===== config.mk =====
export PLATFORM = sky130hd
export DESIGN_NAME = ifrd_route_decoder
export DESIGN_NICKNAME = d
export VERILOG_FILES = /design/src/pkg/ifrd_pkg.sv /design/src/rtl/ifrd_route_decoder.sv
export SDC_FILE = /design/constraint.sdc
export NUM_CORES = 1
export LEC_CHECK = 0
export BUFFER_PORTS_ARGS = -buffer_cell sky130_fd_sc_hd__buf_2
export CAP_MARGIN = 20
export CORE_MARGIN = 5
export CORE_UTILIZATION = 50
export CTS_CLUSTER_DIAMETER = 200
export DETAILED_ROUTE_END_ITERATION = 10
export GPL_TIMING_DRIVEN = 0
export PLACE_DENSITY_LB_ADDON = 0.12
export REMOVE_ABC_BUFFERS = 1
export SLEW_MARGIN = 40
export SYNTH_ARGS = -nofsm -noshare
export SYNTH_HDL_FRONTEND = slang
export SYNTH_SLANG_ARGS = --single-unit

===== constraint.sdc =====
create_clock -name aclk -period 3.51 [get_ports aclk]
set_input_delay 0.5265 -clock aclk [delete_from_list [all_inputs] [get_ports aclk]]
set_output_delay 0.5265 -clock aclk [all_outputs]
set_load 0.01 [all_outputs]

===== src/pkg/ifrd_pkg.sv =====
// Constants for the routing word decoder: field positions, codes, register map.
// Assumes a 32-bit routing word and a 32-bit AXI4-Lite register bus.
package ifrd_pkg;

  // Routing word layout
  localparam int IFW          = 32;
  localparam int RCF_W        = 24;
  localparam int BIT_DIR      = 27;
  localparam int PS_HI        = 26;
  localparam int PS_LO        = 25;
  localparam int BIT_CAMP     = 24;
  localparam int EPA_W        = 12;

  // Path select codes
  localparam logic [1:0] PS_SRC_ROUTE = 2'h0;
  localparam logic [1:0] PS_DST_A     = 2'h1;
  localparam logic [1:0] PS_RESERVED  = 2'h2;
  localparam logic [1:0] PS_DST_B     = 2'h3;

  // Register byte offsets
  localparam logic [3:0] OFS_CTRL     = 4'h0;
  localparam logic [3:0] OFS_STATUS   = 4'h4;
  localparam logic [3:0] OFS_ADDRS    = 4'h8;
  localparam logic [3:0] OFS_COUNT    = 4'hC;

  // Control register fields and reset value
  localparam int CTRL_EN_BIT  = 0;
  localparam int CTRL_PORT_LO = 8;
  localparam logic [31:0] CTRL_RESET  = 32'h0000_0001;
  localparam logic [31:0] CTRL_MASK   = 32'h0000_FF01;

  // Status register fields
  localparam int STAT_STATE_LO = 0;
  localparam int STAT_PORT_LO  = 8;
  localparam int STAT_PS_LO    = 16;
  localparam int STAT_DIR_BIT  = 18;
  localparam int STAT_CAMP_BIT = 19;

  // Counter fields
  localparam int CNT_REJ_LO   = 0;
  localparam int CNT_CONN_LO  = 16;
  localparam logic [15:0] CNT_ONE = 16'h0001;

  localparam logic [1:0] RESP_OKAY   = 2'h0;
  localparam logic [1:0] RESP_SLVERR = 2'h2;

  typedef enum logic [1:0] {
    ST_IDLE,
    ST_WAIT,
    ST_CONN,
    ST_REJ
  } ifrd_state_t;

endpackage : ifrd_pkg


===== src/rtl/ifrd_route_decoder.sv =====
// Routing word decoder and crossbar input-port controller with AXI4-Lite registers.
// Assumes the source holds src_request and src_ifield until connect or withdrawal,
// and that port_busy reflects output ports already in use, synchronous to aclk.
//
// Added by the designer: the AXI4-Lite slave port and the address map.
`timescale 1ns/1ps
module ifrd_route_decoder #(
  parameter int SUBW  = 4,
  parameter int DATAW = 32,
  parameter int CTLW  = 4
) (
  input  wire logic                         aclk,
  input  wire logic                         aresetn,
  input  wire logic [31:0]                  s_axi_awaddr,
  input  wire logic                         s_axi_awvalid,
  output logic                              s_axi_awready,
  input  wire logic [31:0]                  s_axi_wdata,
  input  wire logic [3:0]                   s_axi_wstrb,
  input  wire logic                         s_axi_wvalid,
  output logic                              s_axi_wready,
  output logic [1:0]                        s_axi_bresp,
  output logic                              s_axi_bvalid,
  input  wire logic                         s_axi_bready,
  input  wire logic [31:0]                  s_axi_araddr,
  input  wire logic                         s_axi_arvalid,
  output logic                              s_axi_arready,
  output logic [31:0]                       s_axi_rdata,
  output logic [1:0]                        s_axi_rresp,
  output logic                              s_axi_rvalid,
  input  wire logic                         s_axi_rready,
  input  wire logic                         src_request,
  input  wire logic [ifrd_pkg::IFW-1:0]     src_ifield,
  input  wire logic [CTLW-1:0]              src_ctl,
  input  wire logic [DATAW-1:0]             src_data,
  output logic                              src_connect,
  output logic                              src_reject,
  input  wire logic [(1<<SUBW)-1:0]         port_busy,
  output logic                              dst_request,
  output logic [SUBW-1:0]                   dst_sel,
  output logic [ifrd_pkg::IFW-1:0]          dst_ifield,
  output logic [CTLW-1:0]                   dst_ctl,
  output logic [DATAW-1:0]                  dst_data
);
  import ifrd_pkg::*;

  // Output port picked from a routing word
  function automatic logic [SUBW-1:0] pick_port(input logic [IFW-1:0] w);
    logic [RCF_W-1:0] rcf;
    logic [EPA_W-1:0] dest;
    rcf  = w[RCF_W-1:0];
    dest = w[EPA_W-1:0];
    if (w[PS_HI:PS_LO] == PS_SRC_ROUTE)
    begin
      if (w[BIT_DIR])
        pick_port = rcf[RCF_W-1 -: SUBW];
      else
        pick_port = rcf[SUBW-1:0];
    end
    else
    begin
      // Endpoint address low bits select the port; no address table here
      if (w[BIT_DIR])
        dest = w[2*EPA_W-1:EPA_W];
      else
        dest = w[EPA_W-1:0];
      pick_port = dest[SUBW-1:0];
    end
  endfunction : pick_port

  // Routing word as passed on to the next stage
  function automatic logic [IFW-1:0] next_word(input logic [IFW-1:0] w,
                                                input logic [SUBW-1:0] own);
    logic [RCF_W-1:0] rcf;
    rcf       = w[RCF_W-1:0];
    next_word = w;
    if (w[PS_HI:PS_LO] == PS_SRC_ROUTE)
    begin
      if (w[BIT_DIR])
        rcf = {rcf[RCF_W-SUBW-1:0], own};
      else
        rcf = {own, rcf[RCF_W-1:SUBW]};
      next_word[RCF_W-1:0] = rcf;
    end
  endfunction : next_word

  function automatic logic [31:0] apply_strb(input logic [31:0] old,
                                              input logic [31:0] wd,
                                              input logic [3:0]  st);
    logic [31:0] r;
    r = old;
    for (int i = 0; i < 4; i++)
    begin
      if (st[i])
        r[i*8 +: 8] = wd[i*8 +: 8];
    end
    apply_strb = r;
  endfunction : apply_strb

  // Register bus state
  logic             aw_have_reg, aw_have_next;
  logic             w_have_reg, w_have_next;
  logic [3:0]       awaddr_reg, awaddr_next;
  logic [31:0]      wdata_reg, wdata_next;
  logic [3:0]       wstrb_reg, wstrb_next;
  logic             bvalid_reg, bvalid_next;
  logic [1:0]       bresp_reg, bresp_next;
  logic             rvalid_reg, rvalid_next;
  logic [31:0]      rdata_reg, rdata_next;
  logic [1:0]       rresp_reg, rresp_next;
  logic [31:0]      ctrl_reg, ctrl_next;

  // Connection state
  ifrd_state_t      state_reg, state_next;
  logic [IFW-1:0]   word_reg, word_next;
  logic [SUBW-1:0]  sel_reg, sel_next;
  logic [IFW-1:0]   out_word_reg, out_word_next;
  logic [CTLW-1:0]  ctl_reg, ctl_next;
  logic [DATAW-1:0] data_reg, data_next;
  logic [15:0]      rej_cnt_reg, rej_cnt_next;
  logic [15:0]      conn_cnt_reg, conn_cnt_next;

  logic             enable;
  logic [SUBW-1:0]  own_port;
  logic [SUBW-1:0]  cand_sel;
  logic [1:0]       cand_ps;
  logic [31:0]      status_word;
  logic [31:0]      addrs_word;

  assign enable   = ctrl_reg[CTRL_EN_BIT];
  assign own_port = ctrl_reg[CTRL_PORT_LO +: SUBW];
  assign cand_sel = pick_port(src_ifield);
  assign cand_ps  = src_ifield[PS_HI:PS_LO];

  assign status_word = {12'h000, word_reg[BIT_CAMP], word_reg[BIT_DIR],
                        word_reg[PS_HI:PS_LO], 8'(sel_reg), 6'h00, 2'(state_reg)};
  assign addrs_word  = {8'h00, word_reg[RCF_W-1:0]};

  // Connection sequencing
  always_comb
  begin
    state_next    = state_reg;
    word_next     = word_reg;
    sel_next      = sel_reg;
    out_word_next = out_word_reg;
    ctl_next      = '0;
    data_next     = '0;
    rej_cnt_next  = rej_cnt_reg;
    conn_cnt_next = conn_cnt_reg;
    case (state_reg)
      ST_IDLE:
      begin
        // Word is sampled with the request; later changes are not followed
        if (src_request && enable)
        begin
          word_next     = src_ifield;
          sel_next      = cand_sel;
          out_word_next = next_word(src_ifield, own_port);
          if (cand_ps == PS_RESERVED)
          begin
            state_next   = ST_REJ;
            rej_cnt_next = rej_cnt_reg + CNT_ONE;
          end
          else if (!port_busy[cand_sel])
          begin
            state_next    = ST_CONN;
            conn_cnt_next = conn_cnt_reg + CNT_ONE;
          end
          else if (src_ifield[BIT_CAMP])
            state_next = ST_WAIT;
          else
          begin
            state_next   = ST_REJ;
            rej_cnt_next = rej_cnt_reg + CNT_ONE;
          end
        end
      end
      ST_WAIT:
      begin
        // Retried every cycle; a camp-on wait ends on withdrawal or when the port frees
        if (!src_request)
          state_next = ST_IDLE;
        else if (!port_busy[sel_reg])
        begin
          state_next    = ST_CONN;
          conn_cnt_next = conn_cnt_reg + CNT_ONE;
        end
      end
      ST_CONN:
      begin
        if (!src_request)
          state_next = ST_IDLE;
        else
        begin
          ctl_next  = src_ctl;
          data_next = src_data;
        end
      end
      ST_REJ:
      begin
        if (!src_request)
          state_next = ST_IDLE;
      end
      default:
        state_next = ST_IDLE;
    endcase
  end

  always_ff @(posedge aclk)
  begin
    if (!aresetn)
    begin
      state_reg    <= ST_IDLE;
      word_reg     <= '0;
      sel_reg      <= '0;
      out_word_reg <= '0;
      ctl_reg      <= '0;
      data_reg     <= '0;
      rej_cnt_reg  <= '0;
      conn_cnt_reg <= '0;
    end
    else
    begin
      state_reg    <= state_next;
      word_reg     <= word_next;
      sel_reg      <= sel_next;
      out_word_reg <= out_word_next;
      ctl_reg      <= ctl_next;
      data_reg     <= data_next;
      rej_cnt_reg  <= rej_cnt_next;
      conn_cnt_reg <= conn_cnt_next;
    end
  end

  assign src_connect = (state_reg == ST_CONN);
  assign src_reject  = (state_reg == ST_REJ);
  assign dst_request = (state_reg == ST_CONN);
  assign dst_sel     = sel_reg;
  assign dst_ifield  = out_word_reg;
  assign dst_ctl     = ctl_reg;
  assign dst_data    = data_reg;

  // AXI4-Lite slave: address and data taken in either order, one write at a time
  always_comb
  begin
    aw_have_next = aw_have_reg;
    w_have_next  = w_have_reg;
    awaddr_next  = awaddr_reg;
    wdata_next   = wdata_reg;
    wstrb_next   = wstrb_reg;
    bvalid_next  = bvalid_reg;
    bresp_next   = bresp_reg;
    rvalid_next  = rvalid_reg;
    rdata_next   = rdata_reg;
    rresp_next   = rresp_reg;
    ctrl_next    = ctrl_reg;
    if (s_axi_awvalid && s_axi_awready)
    begin
      aw_have_next = 1'b1;
      awaddr_next  = s_axi_awaddr[3:0];
    end
    if (s_axi_wvalid && s_axi_wready)
    begin
      w_have_next = 1'b1;
      wdata_next  = s_axi_wdata;
      wstrb_next  = s_axi_wstrb;
    end
    if (aw_have_reg && w_have_reg && !bvalid_reg)
    begin
      aw_have_next = 1'b0;
      w_have_next  = 1'b0;
      bvalid_next  = 1'b1;
      bresp_next   = RESP_OKAY;
      case (awaddr_reg)
        OFS_CTRL:   ctrl_next = apply_strb(ctrl_reg, wdata_reg, wstrb_reg) & CTRL_MASK;
        OFS_STATUS: bresp_next = RESP_OKAY;
        OFS_ADDRS:  bresp_next = RESP_OKAY;
        OFS_COUNT:  bresp_next = RESP_OKAY;
        default:    bresp_next = RESP_SLVERR;
      endcase
    end
    if (bvalid_reg && s_axi_bready)
      bvalid_next = 1'b0;
    if (s_axi_arvalid && s_axi_arready)
    begin
      rvalid_next = 1'b1;
      rresp_next  = RESP_OKAY;
      case (s_axi_araddr[3:0])
        OFS_CTRL:   rdata_next = ctrl_reg;
        OFS_STATUS: rdata_next = status_word;
        OFS_ADDRS:  rdata_next = addrs_word;
        OFS_COUNT:  rdata_next = {conn_cnt_reg, rej_cnt_reg};
        default:
        begin
          rdata_next = 32'h0000_0000;
          rresp_next = RESP_SLVERR;
        end
      endcase
    end
    else if (rvalid_reg && s_axi_rready)
      rvalid_next = 1'b0;
  end

  always_ff @(posedge aclk)
  begin
    if (!aresetn)
    begin
      aw_have_reg <= 1'b0;
      w_have_reg  <= 1'b0;
      awaddr_reg  <= '0;
      wdata_reg   <= '0;
      wstrb_reg   <= '0;
      bvalid_reg  <= 1'b0;
      bresp_reg   <= RESP_OKAY;
      rvalid_reg  <= 1'b0;
      rdata_reg   <= '0;
      rresp_reg   <= RESP_OKAY;
      ctrl_reg    <= CTRL_RESET;
    end
    else
    begin
      aw_have_reg <= aw_have_next;
      w_have_reg  <= w_have_next;
      awaddr_reg  <= awaddr_next;
      wdata_reg   <= wdata_next;
      wstrb_reg   <= wstrb_next;
      bvalid_reg  <= bvalid_next;
      bresp_reg   <= bresp_next;
      rvalid_reg  <= rvalid_next;
      rdata_reg   <= rdata_next;
      rresp_reg   <= rresp_next;
      ctrl_reg    <= ctrl_next;
    end
  end

  // Address upper bits ignored: the map aliases every 16 bytes
  assign s_axi_awready = !aw_have_reg && !bvalid_reg;
  assign s_axi_wready  = !w_have_reg && !bvalid_reg;
  assign s_axi_bvalid  = bvalid_reg;
  assign s_axi_bresp   = bresp_reg;
  assign s_axi_arready = !rvalid_reg;
  assign s_axi_rvalid  = rvalid_reg;
  assign s_axi_rdata   = rdata_reg;
  assign s_axi_rresp   = rresp_reg;

endmodule : ifrd_route_decoder


* Word-level counts from Yosys, hierarchy flattened
Cells that the tools add are included. W data, S select, Z words.
Word-level totals: register bits 205, bits of input ports 192, output and inout bits 116, word-level logic and storage cells 107
Operators by class: add/subtract/negate cells 2, $lt $le $gt $ge 2, equality and inequality tests 18, mux-type cells 31, bitwise logic cells 1, reduce and logical (&&, ||, !) cells 33
Operator list (count):
- $mux W16 | 8
- $pmux W32 S4 | 1
- $mux W24 | 2
- $add A16 B1 Y16 const B | 2
- $pmux W16 S2 | 1
- $mux W2 | 9
- $eq A4 B4 Y1 const B | 4
- $mux W4 | 3
- $ne A2 B2 Y1 const B | 6
- $reduce_and A3 Y1 | 4
- $logic_and A1 B1 Y1 | 10
- $lt A4 B5 Y1 const B | 2
- $bmux W1 S4 | 2
- $eq A4 B3 Y1 const B | 2
- $logic_not A4 Y1 | 2
- $reduce_or A4 Y1 | 2
- $eq A2 B2 Y1 const B | 3
- $pmux W2 S3 | 1
- $reduce_and A6 Y1 | 1
- $reduce_bool A2 Y1 | 3
- $reduce_or A2 Y1 | 3
- $logic_not A1 Y1 | 4
- $logic_not A2 Y1 | 2
- $mux W1 | 4
- 6 further kinds | 6

* Depth between registers and ports, before layout
depth in word-level cells 8, gate-level depth with buffers 11, depth with buffers taken out 7

* Worst setup path before layout
No wires, ideal clock.
path type input to register, from input src_ifield[27] (netlist name), to register conn_cnt_reg[14], setup time 70 ps, arrival 2714 ps, data required time 3440 ps, setup slack 726 ps, stages 10, buffers on the path 3, cell sequence buf_6 > and4bb_4 > buf_2 > o31a_1 > o2111ai_1 > nand4_1 > o31a_1 > buf_6 > or4_1 > a21oi_1
Between the ends: cells in the longest elaborated chain, start to end 6, elaborated cells between the ends (all ways) 7, classes of those cells 1 x eq/ne; 5 x mux; 1 x reduce/logical
RTL lines:
- start, declared | RTL line ifrd_route_decoder.sv:32 | input wire logic [ifrd_pkg::IFW-1:0] src_ifield,
- $mux W4 (on tied branches) | RTL line ifrd_route_decoder.sv:62, ifrd_route_decoder.sv:54
- $mux W4 * | RTL line ifrd_route_decoder.sv:52 | if (w[PS_HI:PS_LO] == PS_SRC_ROUTE)
- $bmux W1 S4 * | RTL line ifrd_route_decoder.sv:163 | else if (!port_busy[cand_sel])
- $mux W1 (not written as such) * | RTL line ifrd_route_decoder.sv:163
- $ne A2 B2 Y1 (no source line) *
- $reduce_and A6 Y1 (no source line) *
- end signal, assigned | RTL line ifrd_route_decoder.sv:230 | conn_cnt_reg <= conn_cnt_next;
- end, declared | RTL line ifrd_route_decoder.sv:120 | logic [15:0] conn_cnt_reg, conn_cnt_next;
Mark *: on every way between the ends. The rest lies on a longest branch, timed or not. The select of a mux whose other input is x is not followed. A chain may end at the register's enable or synchronous reset.

* Worst setup path in the final report
from input src_ifield[27] (netlist name), to register conn_cnt_reg[9]
Same word-level chain as after synthesis.

==> run_results.csv <==
group,metric,value,unit
yosys,yosys_register_bits,192,
cts,ctsHtreeMaxLevel,4,
finish,post_route_cells_drive_above_1_share,24.8,%
worst_setup_path,timing.critical_path.to_type,"flop",
grt,grt_start_max_net_pins,81,
worst_setup_path,crit_required,3.87,ns
place,place.detailed.hpwl,16500,µm
floorplanning,num_rows,47,
finish,finalCoreUtilization,61.8,%
drt,first_pass_iters,5,
grt,globalRouteOverflowTotal,0,
pwr,report.power.total,4.81,mW
drt,final_wirelength,23600,µm
cts,cts_inserted_buffers,17,
worst_setup_path,crit_path_max_fanout,37,
sta,layout_worst_path_cycle_share,88.8,%
grt,via_count_of_the_first_global_routing_pass,7480,
drt,avgRoutedWirePerCell,16.8,µm
sta,finalSetupViolations,0,
flow_run,maxCapViolCount,0,
pwr,pwr_density_cell,471,nW/µm²
sta,rsz0062_at_grt,"false",
pwr,max-vdd-ir-drop,365,µV
worst_hold_path,hold_class,"primary input to flop",
yosys,syn-instance-count,998,
cts,ctsRootBufferMaster,"clkbuf_16",
drt,route.vias.total,7751,
yosys,synthDistinctLibCells,55,
sta,worst_slew_margin_rel,50.0,%
finish,num-nets-final,1370,
worst_setup_path,critPathLaunch,"src_ifield[27]",
yosys,synth-seq-area-share,45.9,%
cts,tritoncts,"built",
sta,timing.setup.tns,0,ns
grt,wire_length_of_the_first_global_routing_pass,38500,µm
floorplanning,die-height,139,µm
place,place_congestion,0.831,
drt,antenna_violating_nets_post_route,0,
worst_setup_path,start_of_the_worst_register_to_register_path,"dst_sel[0]",
cts,post_cts_setup_buffer_count,0,
place,numPlacedInstances,1377,
drt,drt-initial-drc-count,571,
grt,number_of_antenna_violations_at_the_first_check_in_global_routing,0,
yosys,avgSynthCellArea,8.40,µm²
cts,worst_skew_pair.late_latency,0.43,ns
yosys,synth_async_sr_flop_share,0,%
worst_hold_path,hold_path.startpoint,"s_axi_rready",
cts,cts_num_sinks,192,
finish,antenna-diode-count,0,
worst_setup_path,worstSetupPathType,"primary input to flop",
sta,period_minus_slack,3.12,ns
sta,whs,0.271,ns
sta,worstMarginPinSlew,0.748,ns
yosys,number_of_enable_flip_flop_cells_after_synthesis,0,
cts,cts_hold_buf,0,
yosys,synth_warnings,0,
drt,vias_per_cell,5.50,
finish,flow.area_growth_from_synthesis,21.8,%
sta,fmax,321,MHz
floorplanning,start_util,50.7,%
worst_setup_path,critical_path.startpoint_type,"primary input",
yosys,netlist_area_before_placement,8380,µm²
floorplanning,dieArea,19500,µm²
grt,grt_usage,23.9,%
cts,clk_transition_reported_paths,0.07,ns
place,port_buffer_cells,224,
sta,final_hold_viol_count,0,
cts,cts_buffer_depth,2,
cts,cts_repair_resize_count,0,
finish,stdcell_count,1409,
worst_setup_path,arrival,3.48,ns
floorplanning,standard_cell_core_area,16500,µm²
sta,timing.final.max_slew_violations,0,
pwr,leakage,4.22,nW
drt,detail_route.drc_violations,0,
sta,clock_skew,0.00711,ns
floorplanning,num_io_pins,308,
floorplanning,floorplan.die.width,139,µm
yosys,postSynth.topFlopCell,"dfxtp_1",
run_status,status,"finished clean",
-- layout make-up --
class / count / area (µm²)
fillers: 1539 / 6320
clock buffers: 17 / 425
well taps: 220 / 275
clock inverters: 15 / 149
repair buffers: 235 / 1260
multi-input cells: 725 / 4230
flip-flops and latches: 192 / 3840
inverters: 5 / 26.3
-- metal layers --
layer / up-vias / track usage, % / routed length, µm
met1: 3615 / 30.6 / 10400
met5: - / 0 / 0
li1: 3866 / - / -
met4: 0 / 6.90 / 484
met2: 236 / 39.4 / 11200
met3: 34 / 7.00 / 1570
-- report_power, final --
part	total, mW	switching [mW]	internal (mW)
Clock	1.88	0.934	0.947
Sequential	2.32	0.0578	2.26
Combinational	0.611	0.381	0.230
-- layout by cell type (no fill, tap or decap), types with 6 or more instances in the layout --
cell type | netlist | final
mux2i_1 | 49 | 49
nand4_1 | 7 | 7
o31ai_1 | 9 | 9
nand2_1 | 198 | 196
o21ai_0 | 9 | 9
nor2_1 | 70 | 68
nor4b_1 | 10 | 9
and2_1 | 39 | 39
o211ai_1 | 20 | 20
dfxtp_1 | 192 | 192
o2111ai_1 | 8 | 8
a22oi_1 | 29 | 29
a21oi_1 | 147 | 147
or4_1 | 10 | 10
o31a_1 | 9 | 8
nand3_1 | 20 | 19
a211oi_1 | 6 | 6
clkbuf_16 | 0 | 17
buf_2 | 5 | 229
nand2b_1 | 18 | 18
-- cell families after synthesis --
logic type / after synthesis / share of synthesized area [%]
other: 1 / 0.0447
muxes: 57 / 7.60
buffers and inverters: 82 / 4.33
DFF: 192 / 45.9
adders and majority gates: 2 / 0.299
AOI/OAI and AO/OA: 256 / 18.8
and+or+nand+nor: 408 / 23.1
-- worst max-delay path, stage by stage --
cell and delay (ns):
buf_4 0.44, o211a_1 0.51, nor4b_1 0.12, o2111ai_1 0.23, nand4_1 0.33, o31a_2 0.61, or4_1 0.55, a21oi_1 0.14
-- path summary, 6_finish.rpt --
check	to	slack [ns]	depth (start not counted)
worst max-delay path	conn_cnt_reg[9]	0.39	8
worst min register to register	s_axi_rdata[30]	0.45	2
worst min-delay path	s_axi_rvalid	0.27	2
worst max register to register	conn_cnt_reg[9]	0.55	7
-- Yosys cell counts (6+ instances only) --
| library cell | count | area [µm²] |
|---|---|---|
| dfxtp_1 | 192 | 3840 |
| o2111ai_1 | 8 | 70.1 |
| nor2_1 | 70 | 263 |
| o21ai_0 | 9 | 45.0 |
| a22oi_1 | 29 | 218 |
| nor4b_1 | 10 | 87.6 |
| nand4_1 | 7 | 43.8 |
| clkbuf_1 | 54 | 203 |
| and2_1 | 39 | 244 |
| nand2_1 | 198 | 743 |
| nand2b_1 | 18 | 113 |
| and3_1 | 8 | 50.1 |
| a211oi_1 | 6 | 45.0 |
| o31ai_1 | 9 | 67.6 |
| a21oi_1 | 147 | 736 |
| mux2i_1 | 49 | 490 |
| buf_1 | 8 | 30.0 |
| buf_4 | 7 | 52.6 |
| nand3_1 | 20 | 100 |
| o31a_1 | 9 | 78.8 |
| o211ai_1 | 20 | 150 |
| or4_1 | 10 | 75.1 |
-- stage by stage --
| step | worst slack (ns) | instance area [µm²] |
|---|---|---|
| after detailed placement | -0.167 | 9630 |
| after floorplan | 0.328 | 8040 |
| after CTS | 0.295 | 10200 |
| final | 0.392 | 10200 |
| after global routing | 0.223 | 10200 |
| after global placement | -1.95 | 9440 |
No activity file was read; power rests on OpenSTA's default activity.
